[src/hdl/jtc_consts.svh]
`ifndef JTC_CONSTS_SVH
`define JTC_CONSTS_SVH
`define JTC_ADDR_W      24
`define JTC_WORD_W      16
`define JTC_WORD_STEP   24'h000002
`define JTC_RESUME_STEP 24'h000004
`define JTC_SEG_W       8
`endif

[src/hdl/jtc_pkg.sv]
package jtc_pkg;
  typedef enum logic [2:0] {
    JK_NONE     = 3'h0,
    JK_RELATIVE = 3'h1,
    JK_ABSOLUTE = 3'h2,
    JK_BIT_TEST = 3'h3,
    JK_SEGMENT  = 3'h4,
    JK_SEG_CALL = 3'h5
  } jump_kind_t;

  typedef struct packed {
    logic [23:0] jump_addr;
    logic [23:0] target_addr;
    logic [15:0] word0;
    logic [15:0] word1;
  } cache_entry_t;

  typedef enum logic [1:0] {
    FS_IDLE   = 2'b00,
    FS_WORD0  = 2'b01,
    FS_WORD1  = 2'b11
  } fill_state_t;
endpackage

[src/hdl/jtc_entry.sv]
`timescale 1ns/1ps
`include "jtc_consts.svh"
// Single entry storage for the jump target cache
module jtc_entry (
  input  wire logic                  mclk_i,
  input  wire logic                  rst_b_i,
  input  wire logic                  invalidate_i,
  input  wire logic                  open_i,
  input  wire logic [23:0]           jump_addr_i,
  input  wire logic [23:0]           target_addr_i,
  input  wire logic                  wr0_i,
  input  wire logic                  wr1_i,
  input  wire logic [15:0]           word_i,
  output jtc_pkg::cache_entry_t      entry_o,
  output logic                       valid_o
);
  jtc_pkg::cache_entry_t entry_ff;
  logic                  valid_ff;

  // Valid only after both words landed; a new open drops the old entry [RL7]
  always_ff @(posedge mclk_i or negedge rst_b_i) begin
    if (!rst_b_i) begin
      valid_ff <= 1'b0;
    end else if (invalidate_i || open_i) begin
      valid_ff <= 1'b0;
    end else if (wr1_i) begin
      valid_ff <= 1'b1;
    end
  end

  // Entry contents, replaced by each new cacheable jump [RL7]
  always_ff @(posedge mclk_i or negedge rst_b_i) begin
    if (!rst_b_i) begin
      entry_ff <= '0;
    end else begin
      if (open_i) begin
        entry_ff.jump_addr   <= jump_addr_i;
        entry_ff.target_addr <= target_addr_i;
      end
      if (wr0_i) begin
        entry_ff.word0 <= word_i; // [RL2]
      end
      if (wr1_i) begin
        entry_ff.word1 <= word_i; // [RL2]
      end
    end
  end

  assign entry_o = entry_ff;
  assign valid_o = valid_ff;
endmodule

[src/hdl/jump_target_cache.sv]
// Contract
// RL1: Load the cache only on taken relative, absolute or bit-test jumps.
// RL2: Store the target word at A and the next word at A+2.
// RL3: After delivering both cached words on a hit, fetch continues at A+4.
// RL4: Hit only for same jump, with no cacheable, segment jump/call or interrupt between.
// RL5: An event transfer right after a taken relative jump leaves the entry intact.
// RL6: The relative jump counts as one word when computing fetch addresses.
// RL7: One entry only; each new cacheable jump replaces it; invalid after reset.
`timescale 1ns/1ps
`include "jtc_consts.svh"
module jump_target_cache (
  input  wire logic                  mclk_i,
  input  wire logic                  rst_b_i,
  // Decode side: a jump resolved this cycle
  input  wire logic                  jump_valid_i,
  input  wire jtc_pkg::jump_kind_t   jump_kind_i,
  input  wire logic                  jump_taken_i,
  input  wire logic [23:0]           jump_addr_i,
  input  wire logic [23:0]           jump_target_i,
  input  wire logic                  interrupt_taken_i,
  input  wire logic                  event_xfer_i,
  // Program memory fetch return for the target words
  input  wire logic                  fetch_done_i,
  input  wire logic [15:0]           fetch_data_i,
  // Pipeline side
  input  wire logic                  pipe_ready_i,
  output logic                       hit_o,
  output logic                       word_valid_o,
  output logic [15:0]                word_o,
  output logic                       resume_valid_o,
  output logic [23:0]                resume_addr_o
);
  // Entry view and fill control
  jtc_pkg::cache_entry_t entry;
  jtc_pkg::fill_state_t  fill_ff;
  logic                  valid;
  logic                  cacheable;
  logic                  lookup;
  logic                  hit;
  logic                  open_load;
  logic                  wr0;
  logic                  wr1;
  logic                  invalidate;
  logic                  kind_fills;
  logic                  kind_flushes;
  jtc_pkg::fill_state_t  nxt_fill;
  logic [1:0]            deliver_ff;
  logic                  hit_ff;
  logic [15:0]           word_ff;
  logic                  word_valid_ff;
  logic                  resume_valid_ff;
  logic [23:0]           resume_addr_ff;
  logic [23:0]           resume_base_ff;

  // Kind decode: which jumps may fill, which ones leave the code segment
  always_comb begin
    kind_fills   = 1'b0;
    kind_flushes = 1'b0;
    case (jump_kind_i)
      jtc_pkg::JK_RELATIVE: begin
        kind_fills = 1'b1; // One-word jump, still cacheable [RL1] [RL6]
      end
      jtc_pkg::JK_ABSOLUTE: begin
        kind_fills = 1'b1; // [RL1]
      end
      jtc_pkg::JK_BIT_TEST: begin
        kind_fills = 1'b1; // [RL1]
      end
      jtc_pkg::JK_SEGMENT: begin
        kind_flushes = 1'b1; // [RL4]
      end
      jtc_pkg::JK_SEG_CALL: begin
        kind_flushes = 1'b1; // [RL4]
      end
      default: begin
        kind_fills   = 1'b0;
        kind_flushes = 1'b0;
      end
    endcase
  end

  // Cacheable kinds, and only when actually taken [RL1]
  assign cacheable = jump_valid_i && jump_taken_i && kind_fills;
  // Hit needs the same jump; any other cacheable jump refills instead [RL4]
  assign lookup    = cacheable && valid && (entry.jump_addr == jump_addr_i);
  assign hit       = lookup && (entry.target_addr == jump_target_i);
  assign open_load = cacheable && !hit; // [RL1] [RL7]

  // Segment changes and interrupts kill the entry; event transfers do not [RL4] [RL5]
  assign invalidate = interrupt_taken_i || (jump_valid_i && jump_taken_i && kind_flushes);

  // Fill tracks the two target fetches; event transfer data is never captured [RL5]
  always_comb begin
    nxt_fill = fill_ff;
    if (invalidate) begin
      nxt_fill = jtc_pkg::FS_IDLE;
    end else if (open_load) begin
      nxt_fill = jtc_pkg::FS_WORD0; // A new jump restarts an unfinished fill [RL7]
    end else begin
      case (fill_ff)
        jtc_pkg::FS_IDLE: begin
          nxt_fill = jtc_pkg::FS_IDLE;
        end
        jtc_pkg::FS_WORD0: begin
          if (fetch_done_i && !event_xfer_i) begin
            nxt_fill = jtc_pkg::FS_WORD1;
          end
        end
        jtc_pkg::FS_WORD1: begin
          if (fetch_done_i && !event_xfer_i) begin
            nxt_fill = jtc_pkg::FS_IDLE;
          end
        end
        default: begin
          nxt_fill = jtc_pkg::FS_IDLE;
        end
      endcase
    end
  end

  // Fill state register
  always_ff @(posedge mclk_i or negedge rst_b_i) begin
    if (!rst_b_i) begin
      fill_ff <= jtc_pkg::FS_IDLE;
    end else begin
      fill_ff <= nxt_fill;
    end
  end

  // Entry write strobes; an event transfer slot never lands in the entry
  assign wr0 = !invalidate && !open_load && fill_ff == jtc_pkg::FS_WORD0 &&
               fetch_done_i && !event_xfer_i; // [RL2] [RL5]
  assign wr1 = !invalidate && !open_load && fill_ff == jtc_pkg::FS_WORD1 &&
               fetch_done_i && !event_xfer_i; // [RL2] [RL5]

  // Single entry; a newer cacheable jump simply overwrites it [RL7]
  jtc_entry jtc_entry_inst (
    .mclk_i        (mclk_i),
    .rst_b_i       (rst_b_i),
    .invalidate_i  (invalidate),
    .open_i        (open_load),
    .jump_addr_i   (jump_addr_i),
    .target_addr_i (jump_target_i),
    .wr0_i         (wr0),
    .wr1_i         (wr1),
    .word_i        (fetch_data_i),
    .entry_o       (entry),
    .valid_o       (valid)
  );

  // Delivery counter: words still owed to the pipeline after a hit [RL2]
  always_ff @(posedge mclk_i or negedge rst_b_i) begin
    if (!rst_b_i) begin
      deliver_ff <= 2'h0;
    end else if (hit) begin
      deliver_ff <= 2'h2;
    end else if (deliver_ff != 2'h0 && pipe_ready_i) begin
      deliver_ff <= deliver_ff - 2'h1;
    end
  end

  // Resume base from the stored target, never from live fetch state, so
  // an event transfer during the fill cannot shift it [RL5] [RL6]
  always_ff @(posedge mclk_i or negedge rst_b_i) begin
    if (!rst_b_i) begin
      resume_base_ff <= 24'h000000;
    end else if (hit) begin
      resume_base_ff <= entry.target_addr;
    end
  end

  // Hit flag, one cycle after the jump edge [RL4]
  always_ff @(posedge mclk_i or negedge rst_b_i) begin
    if (!rst_b_i) begin
      hit_ff <= 1'b0;
    end else begin
      hit_ff <= hit;
    end
  end

  // Word presented to the pipeline: word0 first, then word1 [RL2]
  always_ff @(posedge mclk_i or negedge rst_b_i) begin
    if (!rst_b_i) begin
      word_ff <= 16'h0000;
    end else if (hit) begin
      word_ff <= entry.word0;
    end else if (deliver_ff == 2'h2 && pipe_ready_i) begin
      word_ff <= entry.word1;
    end
  end

  // Word stands until taken; drops after word1 is accepted [RL2] [RL3]
  always_ff @(posedge mclk_i or negedge rst_b_i) begin
    if (!rst_b_i) begin
      word_valid_ff <= 1'b0;
    end else if (hit) begin
      word_valid_ff <= 1'b1;
    end else if (deliver_ff == 2'h2 && pipe_ready_i) begin
      word_valid_ff <= 1'b1;
    end else if (pipe_ready_i) begin
      word_valid_ff <= 1'b0;
    end
  end

  // One-cycle resume pulse once word1 is taken [RL3]
  always_ff @(posedge mclk_i or negedge rst_b_i) begin
    if (!rst_b_i) begin
      resume_valid_ff <= 1'b0;
    end else begin
      resume_valid_ff <= (deliver_ff == 2'h1) && pipe_ready_i;
    end
  end

  // Fetch resumes at A+4; the word at A+2 is never fetched again [RL3] [RL6]
  always_ff @(posedge mclk_i or negedge rst_b_i) begin
    if (!rst_b_i) begin
      resume_addr_ff <= 24'h000000;
    end else if (deliver_ff == 2'h1 && pipe_ready_i) begin
      resume_addr_ff <= resume_base_ff + `JTC_RESUME_STEP; // [RL3]
    end
  end

  // Outputs come straight from flip-flops
  assign hit_o          = hit_ff;
  assign word_valid_o   = word_valid_ff;
  assign word_o         = word_ff;
  assign resume_valid_o = resume_valid_ff;
  assign resume_addr_o  = resume_addr_ff;
endmodule

[config.mk]
export PLATFORM = sky130hd
export DESIGN_NAME = jump_target_cache
export DESIGN_NICKNAME = d
export VERILOG_FILES = /design/src/hdl/jtc_pkg.sv /design/src/hdl/jtc_entry.sv /design/src/hdl/jump_target_cache.sv
export VERILOG_INCLUDE_DIRS = /design/src /design/src/hdl
export SDC_FILE = /design/constraint.sdc
export NUM_CORES = 1
export LEC_CHECK = 0
export ABC_AREA = 0
export BUFFER_PORTS_ARGS = -buffer_cell sky130_fd_sc_hd__buf_2
export CORE_ASPECT_RATIO = 2
export CORE_UTILIZATION = 40
export CTS_CLUSTER_SIZE = 24
export DETAILED_ROUTE_END_ITERATION = 8
export PLACE_DENSITY_LB_ADDON = 0.25
export SLEW_MARGIN = 10
export SYNTH_ARGS = -nofsm -noshare
export SYNTH_HDL_FRONTEND = slang
export SYNTH_SLANG_ARGS = --single-unit
[constraint.sdc]
create_clock -name mclk_i -period 4.9 [get_ports mclk_i]
set_clock_uncertainty 0.05 [all_clocks]
set_input_delay 0 -clock mclk_i [delete_from_list [all_inputs] [get_ports mclk_i]]
set_output_delay 0 -clock mclk_i [all_outputs]
set_load 0.05 [all_outputs]
; ---- Yosys cells after proc, flatten, opt, wreduce, memory -nomap -nowiden
; Index checks and enable logic that the tools add are counted.
[totals]
ff_bits = 152
input_bits = 75
word_cells = 76
[classes]
add_sub_neg = 2
eq_ne = 13
mux = 16
reduce_logical = 32
[op_table]
columns = operator, count
row1 = 24-bit == test, 2
row2 = 16-bit two-way mux, 2
row3 = 24-bit by 3-bit adder with 24-bit output (second input constant), 1
row4 = 1-bit logical AND, 18
row5 = 2-bit two-way mux, 6
row6 = 4-bit by 3-bit inequality test with 1-bit output (second input constant), 2
row7 = 2-bit nonzero test, 4
row8 = 1-bit two-way mux, 7
row9 = 3-bit by 2-bit == test with 1-bit output (second input constant), 2
row10 = 3-bit == test (second input constant), 2
row11 = 2-bit by 1-bit == test with 1-bit output (second input constant), 2
row12 = 2-bit == test (second input constant), 2
row13 = 1-bit logical NOT, 4
row14 = 2-bit one-hot mux with 2 select lines, 1
row15 = 3-bit by 1-bit == test with 1-bit output (second input constant), 1
row16 = 3-bit nonzero test, 1
row17 = 3-bit OR reduction, 1
row18 = 1-bit logical OR, 2
row19 = 2-bit AND reduction, 1
row20 = 2-bit OR reduction, 1
row21 = 2-bit by 1-bit subtractor with 2-bit output (second input constant), 1

; ---- Logic depth before layout (Yosys ltp)
; Gate-level depths: netlist of the first run.
[depth]
ltp_word = 16
mapped_depth = 9
mapped_depth_nobuf = 7

; ---- By module
; A second synthesis of the first run with hierarchy kept.
[hier_totals]
hier_cells = 514
area_unflattened_um2 = 6866.6
[by_module_without_submodules]
columns = module, n_inst, cells_per_inst, area_per_inst_um2, seq_area_each_um2
row1 = jump_target_cache, 1, 342, 3818.7, 1776.7
row2 = jtc_entry, 1, 172, 3047.9, 2026.9

; ---- Worst setup path before layout of the first run
; No wires, ideal clock.
[synth_timing]
path_kind = register -> register
from = register jtc_entry_inst.entry_ff, in the netlist jtc_entry_inst.entry_o[79]
to = register jtc_entry_inst.entry_ff, in the netlist jtc_entry_inst.entry_o[32]
t_arrival_ns = 2.488
required_ns = 4.725
slack_ns = 2.237
stages_incl_launch_ff = 10
path_buffers = 2
period_less_slack_ns = 2.663
path_cell_list = dfrtp_1 xor2_1 or4_1 nor4b_2 nand3_1 nor4_4 nand2b_1 buf_2 buf_4 mux2_2
[synth_via]
elab_chain_len = 5
[synth_rtl]
columns = element, line_no
row1 = start: declaration, jtc_entry.sv:17  ; jtc_pkg::cache_entry_t entry_ff;
row2 = 24-bit == test, jump_target_cache.sv:85  ; assign lookup = cacheable && valid && (entry.jump_addr == jump_addr_i);
row3 = 1-bit logical AND, jump_target_cache.sv:85
row4 = 1-bit logical AND, jump_target_cache.sv:86  ; assign hit = lookup && (entry.target_addr == jump_target_i);
row5 = 1-bit logical NOT, jump_target_cache.sv:87  ; assign open_load = cacheable && !hit;
row6 = 1-bit logical AND, jump_target_cache.sv:87
; Every way passes these cells.
; A chain may end at the register's enable or synchronous reset.

; ---- Final worst setup path of the first run
[layout_timing]
from = register jtc_entry_inst.entry_ff, in the netlist jtc_entry_inst.entry_o[79]
to = register fill_ff[0]
[layout_via]
elab_chain_len = 7
elab_cells_between_ends = 10
cone_classes = 3 x eq/ne / 2 x mux / 5 x reduce/logical
[layout_rtl]
columns = element, line_no
row1 = 24-bit == test (*), jump_target_cache.sv:85
row2 = 1-bit logical AND (*), jump_target_cache.sv:85
row3 = 1-bit logical AND (*), jump_target_cache.sv:86
row4 = 1-bit logical NOT (*), jump_target_cache.sv:87
row5 = 1-bit logical AND (*), jump_target_cache.sv:87
row6 = 4-bit by 3-bit inequality test with 1-bit output (no line) / 2-bit two-way mux (equally long branches), -
row7 = 2-bit AND reduction (no line) / 2-bit two-way mux (equally long branches), -
row8 = end signal: assignment, jump_target_cache.sv:124  ; fill_ff <= jtc_pkg::FS_IDLE;
row9 = end signal: assignment, jump_target_cache.sv:126  ; fill_ff <= nxt_fill;
row10 = end: declaration, jump_target_cache.sv:35  ; jtc_pkg::fill_state_t fill_ff;
; Every way passes the cells marked *; elsewhere a longest branch is shown, timed or not.

==> out/qor.yml, run 1 <==
run_status:
  status: "finished clean"
global_routing:
  grt_pass1_vias: 5349
  track_usage_pct: 19.0
  grt_overflow: 0
  grt_pass1_wl_mm: 26.1
  grt_start_max_net_pins: 101
  antenna_found_initial: 0
clock_tree:
  clock-root-buffer: "clkbuf_16"
  cts_setup_buffers: 0
  clkSinkCount: 152
  cts_tree: "built"
  cts_made_buffers: 17
  clk_path_buf_depth: 2
  cts-htree-levels: 4
  worstSkewPairLatency_ns: 0.42
  path_clk_slew_ns: 0.06
cells_and_area:
  drive_gt1_share_pct: 37.9
  n_fill_cell: 1530
  syn_to_final_growth_pct: 29.4
  final_nets: 831
  n_antenna_cell: 0
  instances_no_fill: 975
critical_path:
  worstSetupStartpoint: "jtc_entry_inst.entry_o[79]"
  crit_path_max_fanout: 22
  crit_path_start_kind: "flip-flop"
  timing.rr.start: "jtc_entry_inst.entry_o[79]"
  worstPathRequired_ns: 5.14
  crit_arrival_ns: 3.66
  cp_slowest_stage_delay_ns: 0.56
  critPathBufInv: 2
  crit_chain: "xor2_1 > or4_1 > nor4b_2 > nand3_1 > nor4_4 > nand2b_2 > buf_4 > a21oi_1 > dlygate4sd3_1"
  setup.worst_path.end_class: "flip-flop"
  crit_type: "flip-flop to flip-flop"
  slowest_stage: "dlygate4sd3_1"
  cp_top_family: "simple AND/OR/NAND/NOR gates"
pwr:
  pwr_density_cell_nw_per_um2: 364
  ir_drop_v: 0.000298
  leakagePower_nw: 4.44
logic_synthesis:
  async_flop_share_pct: 100
  ys_types: 38
  synth_warnings: 0
  netlist_top_cells_area: "dfrtp_1, mux2_2, xnor2_1"
  yosysTopAreaCell: "dfrtp_1"
  synth_flop_cell: "dfrtp_1"
  synthCells: 560
  synth_edf_count: 0
  ys_ff_latch: 152
  syn-cell-area_um2: 7080
  synth_nets: 639
  synth_area_per_cell_um2: 12.6
  synth_top_area_share_pct: 53.7
  ys_seq_area_share_pct: 53.7
die:
  die_h_um: 190
  dieArea_um2: 18300
  start_util_pct: 41.0
  io_pins: 118
  die_x_um: 96.1
  core_area_um2: 17300
  rows: 68
timing:
  slew_headroom_pct: 40.1
  report.final.slew_viol_count: 0
  grt_setup_unrepaired: "no"
  fin_crit_sh_pct: 69.8
  fin_crit_ns: 3.42
  max_slew.worst_pin.slew_ns: 0.899
  setup_viol: 0
  setup_tns_ns: 0
  timing.fmax_mhz: 292
  hold_viol: 0
route:
  drc: 0
  final_antenna_net_count: 0
  wl_per_cell_um: 16.4
  viasPerCell: 5.01
  vias: 4883
  dr.pass1.iters: 4
  drt_iter0_markers: 156
  finalWirelength_mm: 16.0
flow_run:
  drv_cap: 0
placed_design:
  port_buffers: 117
  gp_congestion: 0.866
  hpwl_mm: 11.7
  placed_cells: 873
hold_path:
  min_from: "fetch_done_i"
  min_path_type: "primary input to flip-flop"
==> registers in the layout, indices dropped and copies added (netlist names) <==
| signal | flops |
|---|---|
| deliver_ff | 2 |
| resume_valid_o | 1 |
| hit_o | 1 |
| resume_base_ff | 24 |
| word_o | 16 |
| resume_addr_o | 24 |
| jtc_entry_inst.entry_o | 80 |
| fill_ff | 2 |
| word_valid_o | 1 |
| jtc_entry_inst.valid_o | 1 |
==> layer usage <==
layer | vias up | share of wire (%) | global-route usage (%)
li1 | 2356 | - | -
met1 | 2384 | 37 | 19.6
met2 | 114 | 57 | 35.5
met3 | 29 | 3.3 | 3.80
met4 | 0 | 2.7 | 8.27
met5 | - | 0 | 0
==> cell families (layout without fill, tap and decap cells) <==
logic type,after synthesis,count (layout),share of synthesized area [%]
compound gates,42,42,3.77
xor+xnor,61,61,7.55
fa+ha+maj,4,4,0.707
buf+inv,35,240,2.44
flops,152,152,53.7
mux,134,134,21.8
simple gates,132,132,9.99
==> path summary, 6_finish.rpt <==
kind | to | slack [ns] | depth (start not counted)
max | fill_ff[0] | 1.48 | 9
min | jtc_entry_inst.valid_o | 0.08 | 4
max reg2reg | fill_ff[0] | 1.48 | 9
min reg2reg | resume_addr_o[1] | 0.42 | 2
max in group asynchronous | jtc_entry_inst.entry_o[78] | 3.34 | 3
min in group asynchronous | word_o[4] | 0.21 | 2
==> placed cells by master (no fill, tap or decap), drive strengths merged, types with 4 or more instances in the layout <==
cell type,count
dfrtp,152
nor2,7
dlygate4sd3,70
o21ai,30
nand2b,20
nor4,9
buf,122
clkinvlp,4
nand4,11
inv,20
mux2,132
nand3,12
nand2,49
o2111ai,8
ha,4
and3,8
xor2,27
clkbuf,20
xnor2,34
==> timing repair <==
| item | in CTS | in global routing |
|---|---|---|
| hold endpoints to repair | 183 | 0 |
| hold buffers | 70 | 0 |
| gates resized for setup | 0 | 0 |
| endpoints found under the setup margin | 0 | 0 |
==> cell type report <==
cell class	count	area, um2	share of cell area (%)
clock buffers	20	457	4.99
clock inverters	12	139	1.52
inverters	16	60.1	0.656
multi-input cells	373	3100	33.9
flip-flops and latches	152	3800	41.5
well taps	210	263	2.87
repair buffers	192	1330	14.5
==> cell usage after synthesis (2+ instances only) <==
cell type	instances
and3_1	8
buf_2	6
buf_4	5
buf_6	2
clkbuf_1	6
dfrtp_1	152
ha_1	4
inv_1	16
mux2_2	122
mux2_4	10
mux2i_1	2
nand2_1	49
nand2b_1	20
nand3_1	12
nand4_1	11
nand4b_1	2
nor2_1	7
nor2b_1	3
nor3_1	3
nor3b_1	2
nor4_1	8
o2111ai_1	8
o21ai_0	28
xnor2_1	34
xor2_1	27
==> through the flow <==
stage                     setup slack (ns)  cell area, um2  power, mW  util, %  hold WS, ns
after floorplan                       2.24            7080       1.83        -       -0.346
after global placement                1.62            7860       1.98     45.5        0.107
after detailed placement              1.58            7860       2.01     45.5        0.121
after CTS                             1.44            9160       3.37     53.0       0.0776
after global routing                  1.29            9160       3.48     53.0       0.0843
final                                 1.48            9160       3.33     53.0       0.0818
==> worst reg2reg max path: cells and delay by family, from the launching register on <==
kind	cells	cell delay, ns
buffers and inverters	2	0.90
and+or+nand+nor	5	1.72
DFF	1	0.38
xor gates and xnor gates	1	0.15
AOI/OAI and AO/OA	1	0.10
==> where the power goes <==
part           leakage, nW  internal, mW  switching (mW)
Combinational         2.16         0.260           0.286
Clock                0.280         0.783           0.520
Sequential            2.00          1.38          0.0961
Total                 4.44          2.43           0.902
(Power assumes the default switching activity.)
==> run 2: changes to the inputs <==
- clock period: 4.9 -> 3.15 ns (I/O delays scaled with it)
==> run 2 against run 1 <==
  * Non-clock buffer count increased by 4
  * Via count is 1.4% higher
  * Critical path depth unchanged
  * Clock power grew 45%
  * Fmax increased by 17%
  * Clock-buffer cell count is the same
  * Cell area up 0.16%
  * Critical path type unchanged
  * Critical endpoint unchanged
  * Largest cell class unchanged
  * Largest power group unchanged
  * Highest routed layer unchanged
==> out/qor.yml, run 2 (same netlist as run 1, synthesis figures left out) <==
clock_tree:
  cts_setup_buffers: 0  # unchanged
  clkSinkCount: 152  # unchanged
  cts_tree: "built"
  cts_made_buffers: 17  # unchanged
  path_clk_slew_ns: 0.06  # about the same
  cts-htree-levels: 4  # unchanged
  clk_path_buf_depth: 2  # unchanged
  worstSkewPairLatency_ns: 0.42  # about the same
  clock-root-buffer: "clkbuf_16"
global_routing:
  grt_pass1_vias: 5445  # +1.8%
  grt_start_max_net_pins: 82  # -19%
  antenna_found_initial: 0  # unchanged
  track_usage_pct: 19.4  # +0.46 points
  grt_pass1_wl_mm: 26.5  # +1.5%
  grt_overflow: 0  # unchanged
route:
  finalWirelength_mm: 16.2  # +1.6%
  drt_iter0_markers: 141  # -9.6%
  final_antenna_net_count: 0  # unchanged
  dr.pass1.iters: 7  # +3
  vias: 4953  # +1.4%
  wl_per_cell_um: 16.6  # +1.2%
  drc: 0  # unchanged
  viasPerCell: 5.06  # +1.0%
die:
  start_util_pct: 41.0  # unchanged
  io_pins: 118  # unchanged
  dieArea_um2: 18300  # unchanged
  rows: 68  # unchanged
  die_h_um: 190  # unchanged
  die_x_um: 96.1  # unchanged
  core_area_um2: 17300  # unchanged
cells_and_area:
  layout_commonest_cell: "dfrtp_1"
  n_antenna_cell: 0  # unchanged
  final_nets: 835  # +0.48%
  syn_to_final_growth_pct: 29.6
  instances_no_fill: 979  # +0.41%
  drive_gt1_share_pct: 38.2  # +0.32 points
  layout_common_cells: "dfrtp_1, mux2_2, buf_2, dlygate4sd3_1, nand2_1"
  largest_reg_flops: 80  # unchanged
run_status:
  status: "finished clean"
timing:
  finalWorstSetupSlack_ns: 0.226  # -1.25 ns
  setup_viol: 0  # unchanged
  timing.fmax_mhz: 342  # +17%
  report.final.slew_viol_count: 0  # unchanged
  slew_headroom_pct: 40.9  # +0.88 points
  fin_crit_sh_pct: 92.8  # +23 points
  hold_viol: 0  # unchanged
  max_slew.worst_pin.slew_ns: 0.886  # -0.0132 ns
  setup_tns_ns: 0  # unchanged
  fin_crit_ns: 2.92  # -0.497 ns
  grt_setup_unrepaired: "no"
pwr:
  ir_drop_v: 0.000408  # +37%
  leakagePower_nw: 4.45  # +0.12%
  pwr_density_cell_nw_per_um2: 551  # +52%
critical_path:
  reg2reg_slack_ns: 0.23  # -1.25 ns
  critPathBufInv: 2  # unchanged
  setup.worst_path.end_class: "flip-flop"
  crit_type: "flip-flop to flip-flop"
  slowest_stage: "dlygate4sd3_1"
  cp_top_family: "simple AND/OR/NAND/NOR gates"
  crit_path_max_fanout: 27  # +23%
  crit_arrival_ns: 3.17  # -0.49 ns
  cp_slowest_stage_delay_ns: 0.57  # about the same
  crit_chain: "nand2b_1 > o2111ai_1 > nor4_1 > nand4_1 > nor4_4 > nand2b_4 > buf_12 > a21oi_1 > dlygate4sd3_1"
  worstPathRequired_ns: 3.40  # -1.74 ns
  crit_path_start_kind: "flip-flop"
placed_design:
  pre_cts_ws_ns: 0.341  # -1.24 ns
  placed_cells: 877  # +0.46%
  gp_congestion: 0.879  # +1.4%
  port_buffers: 117  # unchanged
  hpwl_mm: 12.0  # +2.6%
flow_run:
  drv_cap: 0  # unchanged
hold_path:
  min_path_type: "primary input to flip-flop"
[run 2: changes by cell type in the layout (fill, tap and decap cells not counted), sizes merged]
cell,previous run,this run
buf,122,126
clkinvlp,4,6
clkinv,2,3
bufinv,2,0
inv,20,19
[run 2: layout make-up]
type                    instances  area, um2
clock inverters                12       93.8
clock buffers                  20        457
multi-input cells             373       3110
repair buffers                196       1390
fillers                      1521       8100
flip-flops and latches        152       3800
well taps                     210        263
inverters                      16       60.1
[run 2: stage by stage]
stage	hold slack, ns	instance area [um2]	power [mW]	utilization [%]
finish	0.107	9170	5.05	53.1
global route	0.105	9170	5.29	53.1
CTS	0.0947	9170	5.11	53.1
detailed placement	0.0447	7920	3.14	45.8
global placement	0.0305	7920	3.09	45.8
floorplan	-0.346	7080	2.84	-
[run 2: worst paths after layout]
path,start,end,cells past startpoint
worst max-delay path,jtc_entry_inst.entry_o[53],fill_ff[0],9
worst min-delay path,fetch_done_i,jtc_entry_inst.valid_o,4
worst max register to register,jtc_entry_inst.entry_o[53],fill_ff[0],9
worst min register to register,resume_addr_o[14],resume_addr_o[14],2
max in group asynchronous,rst_b_i,jtc_entry_inst.entry_o[63],3
min in group asynchronous,rst_b_i,jtc_entry_inst.entry_o[6],2
[run 2: power by group]
part | internal (mW) | switching, mW | total [mW]
Clock | 1.06 | 0.833 | 1.89
Combinational | 0.409 | 0.448 | 0.858
Sequential | 2.15 | 0.153 | 2.30
Total | 3.62 | 1.43 | 5.05
[run 2: metal layers]
layer	vias to the layer above	routed length (um)	GRT usage, %
li1	2356	-	-
met1	2448	5970	19.9
met2	110	9170	36.3
met3	39	497	3.48
met4	0	573	9.53
met5	-	0	0
[run 2: timing repair]
item                                    CTS  global route
resized for setup                         0             1
hold endpoints to repair                162             0
hold buffers                             70             0
endpoints found under the setup margin    0             1
[run 2: worst register-to-register path: stages, from the launching register on]
cell	delay, ns
dfrtp_1	0.47
nand2b_1	0.14
o2111ai_1	0.10
nor4_1	0.33
nand4_1	0.24
nor4_4	0.40
nand2b_4	0.21
buf_12	0.19
a21oi_1	0.10
dlygate4sd3_1	0.57
==> run 3: changes to the inputs <==
- ABC_AREA: 0 -> 1
- BUFFER_PORTS_ARGS: -buffer_cell sky130_fd_sc_hd__buf_2 -> -buffer_cell sky130_fd_sc_hd__buf_4
==> run 3 against run 2 <==
  * Clock-buffer cell count is the same
  * Fmax grew 3.0%
  * Wire length grew 37%
  * Worst setup slack gained 0.085 ns
  * Largest cell class unchanged
  * Global-route usage grew 4.6 points
  * Sequential power grew 9.1%
  * Highest routed layer unchanged
  * Cell count grew 49%
==> out/qor.yml, run 3 <==
placed_design:
  dpl_cell_area_um2: 8830  # +12%
  port_buffers: 117  # unchanged
  hpwl_mm: 16.1  # +34%
  gp_congestion: 0.935  # +6.4%
  placed_cells: 1355  # +55%
logic_synthesis:
  synth_flop_cell: "dfrtp_1"
  synthAdderAreaFrac_pct: 0.655  # -0.052 points
  synth-compound-area-share_pct: 7.14  # +3.4 points
  syn-cell-area_um2: 7640  # +7.9%
  synthCells: 1007  # +80%
  synth-xor-area-share_pct: 1.95  # -5.6 points
  synth_edf_count: 0  # unchanged
  ys_seq_area_share_pct: 49.8  # -4.0 points
  synth_commonest_cells: "nand2_1, dfrtp_1, inv_1"
  synth_top_area_share_pct: 49.8  # -4.0 points
  synthMuxAreaShare_pct: 0  # -22 points
  ys_types: 31  # -18%
  yosysTopAreaCell: "dfrtp_1"
  synth_top_family_by_area: "simple AND/OR/NAND/NOR gates"
  yosys.area_share.simple_pct: 32.0  # +22 points
  synth_nets: 1086  # +70%
  synth_area_per_cell_um2: 7.59  # -40%
  netlist_top_cells_area: "dfrtp_1, nand2_1, inv_1"
  synth_warnings: 0  # unchanged
  ys_ff_latch: 152  # unchanged
  synth_most_common_cell: "nand2_1"
  async_flop_share_pct: 100  # unchanged
timing:
  max_slew.worst_pin.slew_ns: 0.844  # -0.0417 ns
  hold_viol: 0  # unchanged
  setup_tns_ns: 0  # unchanged
  slew_headroom_pct: 43.7  # +2.8 points
  fin_crit_sh_pct: 90.1  # -2.7 points
  grt_setup_unrepaired: "no"
  report.final.slew_viol_count: 0  # unchanged
  timing.fmax_mhz: 352  # +3.0%
  fin_crit_ns: 2.84  # -0.0853 ns
  setup_viol: 0  # unchanged
hold_path:
  min_path_type: "primary input to flip-flop"
pwr:
  leakagePower_nw: 5.36  # +21%
  power.switching_mw: 2.18  # +52%
  pwr-share-clk_pct: 32.4  # -5.0 points
  pwr_density_cell_nw_per_um2: 616  # +12%
  p_int_mw: 4.07  # +12%
  ir_drop_v: 0.000440  # +7.8%
  power_mw: 6.24  # +24%
  power_frac_seq_pct: 40.2  # -5.4 points
  sw_frac_of_total_pct: 34.9  # +6.5 points
  share_comb_of_total_power_pct: 27.3  # +10 points
cells_and_area:
  final_area_um2: 10100  # +10%
  drive_gt1_share_pct: 14.1  # -24 points
  multiInputGateArea_um2: 3220  # +3.5%
  largest_reg_flops: 80  # unchanged
  layout_common_cells: "nand2_1, dfrtp_1, buf_4, inv_1, nor2_1"
  n_antenna_cell: 0  # unchanged
  n_fill_cell: 1774  # +17%
  layout_commonest_cell: "nand2_1"
  syn_to_final_growth_pct: 32.6
  seqCellArea_um2: 3800  # unchanged
  utilization_pct: 54.0  # +0.94 points
  instances_no_fill: 1457  # +49%
  final_nets: 1269  # +52%
clock_tree:
  clock-root-buffer: "clkbuf_16"
  cts-htree-levels: 4  # unchanged
  clk_path_buf_depth: 2  # unchanged
  cts_made_buffers: 17  # unchanged
  worstSkewPairLatency_ns: 0.43  # about the same
  path_clk_slew_ns: 0.07  # about the same
  clkSinkCount: 152  # unchanged
  cts_setup_buffers: 0  # unchanged
  cts_tree: "built"
critical_path:
  worstPathRequired_ns: 3.47  # +0.07 ns
  crit_path_max_fanout: 46  # +70%
  setup.worst_path.end_class: "flip-flop"
  crit_arrival_ns: 3.16  # about the same
  crit_type: "flip-flop to flip-flop"
  crit_path_start_kind: "flip-flop"
route:
  dr.pass1.iters: 5  # -2
  final_antenna_net_count: 0  # unchanged
  drc: 0  # unchanged
  wl_per_cell_um: 15.2  # -8.3%
  vias: 7144  # +44%
  drt_iter0_markers: 336  # +140%
  viasPerCell: 4.90  # -3.1%
  finalWirelength_mm: 22.1  # +37%
flow_run:
  drv_cap: 0  # unchanged
die:
  rows: 71  # +4.4%
  die_x_um: 99.7  # +3.8%
  dieArea_um2: 19700  # +7.8%
  core_area_um2: 18700  # +8.5%
  io_pins: 118  # unchanged
  start_util_pct: 40.8  # -0.22 points
  die_h_um: 197  # +3.9%
global_routing:
  grt_overflow: 0  # unchanged
  grt_start_max_net_pins: 86  # +4.9%
  track_usage_pct: 24.0  # +4.6 points
  grt_pass1_vias: 7182  # +32%
  grt_pass1_wl_mm: 35.7  # +35%
  antenna_found_initial: 0  # unchanged
run_status:
  status: "finished clean"
[run 3: layout make-up]
type,count,share of cell area (%)
inverter,126,4.67
multi-input combinational,689,31.8
timing repair buffer,204,17.2
sequential,152,37.5
clock inverter,11,1.21
tap,255,3.15
clock buffer,20,4.51
[run 3: final timing paths]
kind                                         endpoint  slack (ns)                       start  cells past startpoint
setup / recovery           jtc_entry_inst.entry_o[14]        0.31  jtc_entry_inst.entry_o[46]                     11
hold / removal                             fill_ff[0]        0.05              jump_kind_i[2]                      4
setup reg to reg           jtc_entry_inst.entry_o[14]        0.31  jtc_entry_inst.entry_o[46]                     11
hold reg to reg             jtc_entry_inst.entry_o[6]        0.42   jtc_entry_inst.entry_o[6]                      2
max in group asynchronous  jtc_entry_inst.entry_o[53]        2.08                     rst_b_i                      3
min in group asynchronous           resume_addr_o[19]        0.13                     rst_b_i                      2
[run 3: metrics by stage]
stage	hold WS [ns]	setup slack (ns)
floorplan	-0.346	1.22
global placement	0.0557	0.616
detailed placement	0.0572	0.591
CTS	0.0396	0.178
global route	0.0660	0.135
finish	0.0521	0.311
[run 3: logic make-up (layout without fill, tap and decap cells)]
logic type,Yosys count,after routing
simple gates,566,566
buf+inv,166,361
flops,152,152
compound gates,102,102
xor+xnor,17,17
fa+ha+maj,4,4
[run 3: power by group through the flow]
stage                     combinational, mW  sequential, mW  clock (mW)
final                                  1.71            2.51        2.03
after global routing                   1.89            2.56        2.14
after CTS                              1.72            2.51        2.06
after detailed placement               1.65            2.55           0
after global placement                 1.62            2.54           0
after floorplan                       0.645            2.94           0
[run 3: metal layers]
metal	routed length, um	track usage [%]	part of all wire [%]	vias up
li1	-	-	-	3594
met1	8040	24.5	36	3321
met2	12400	45.5	56	176
met3	624	3.26	2.8	53
met4	1030	14.2	4.7	0
met5	0	0	0	-
[run 3: critical path, cell delays in order, from the launching register on]
cell and delay [ns]:
dfrtp_1 0.40, xnor2_1 0.43, nand2_1 0.10, nor2_1 0.14, nand3_1 0.09, nor2_1 0.16, nand2_2 0.13, nand2_8 0.26
buf_12 0.24, nand4_1 0.10, dlygate4sd3_1 0.60, nand2_1 0.06
[run 3: repair_timing]
action                                 in CTS  in global routing
setup endpoints to repair                   0                  1
endpoints found under the hold margin     167                  0
gates resized for setup                     0                  1
hold buffers                               71                  0
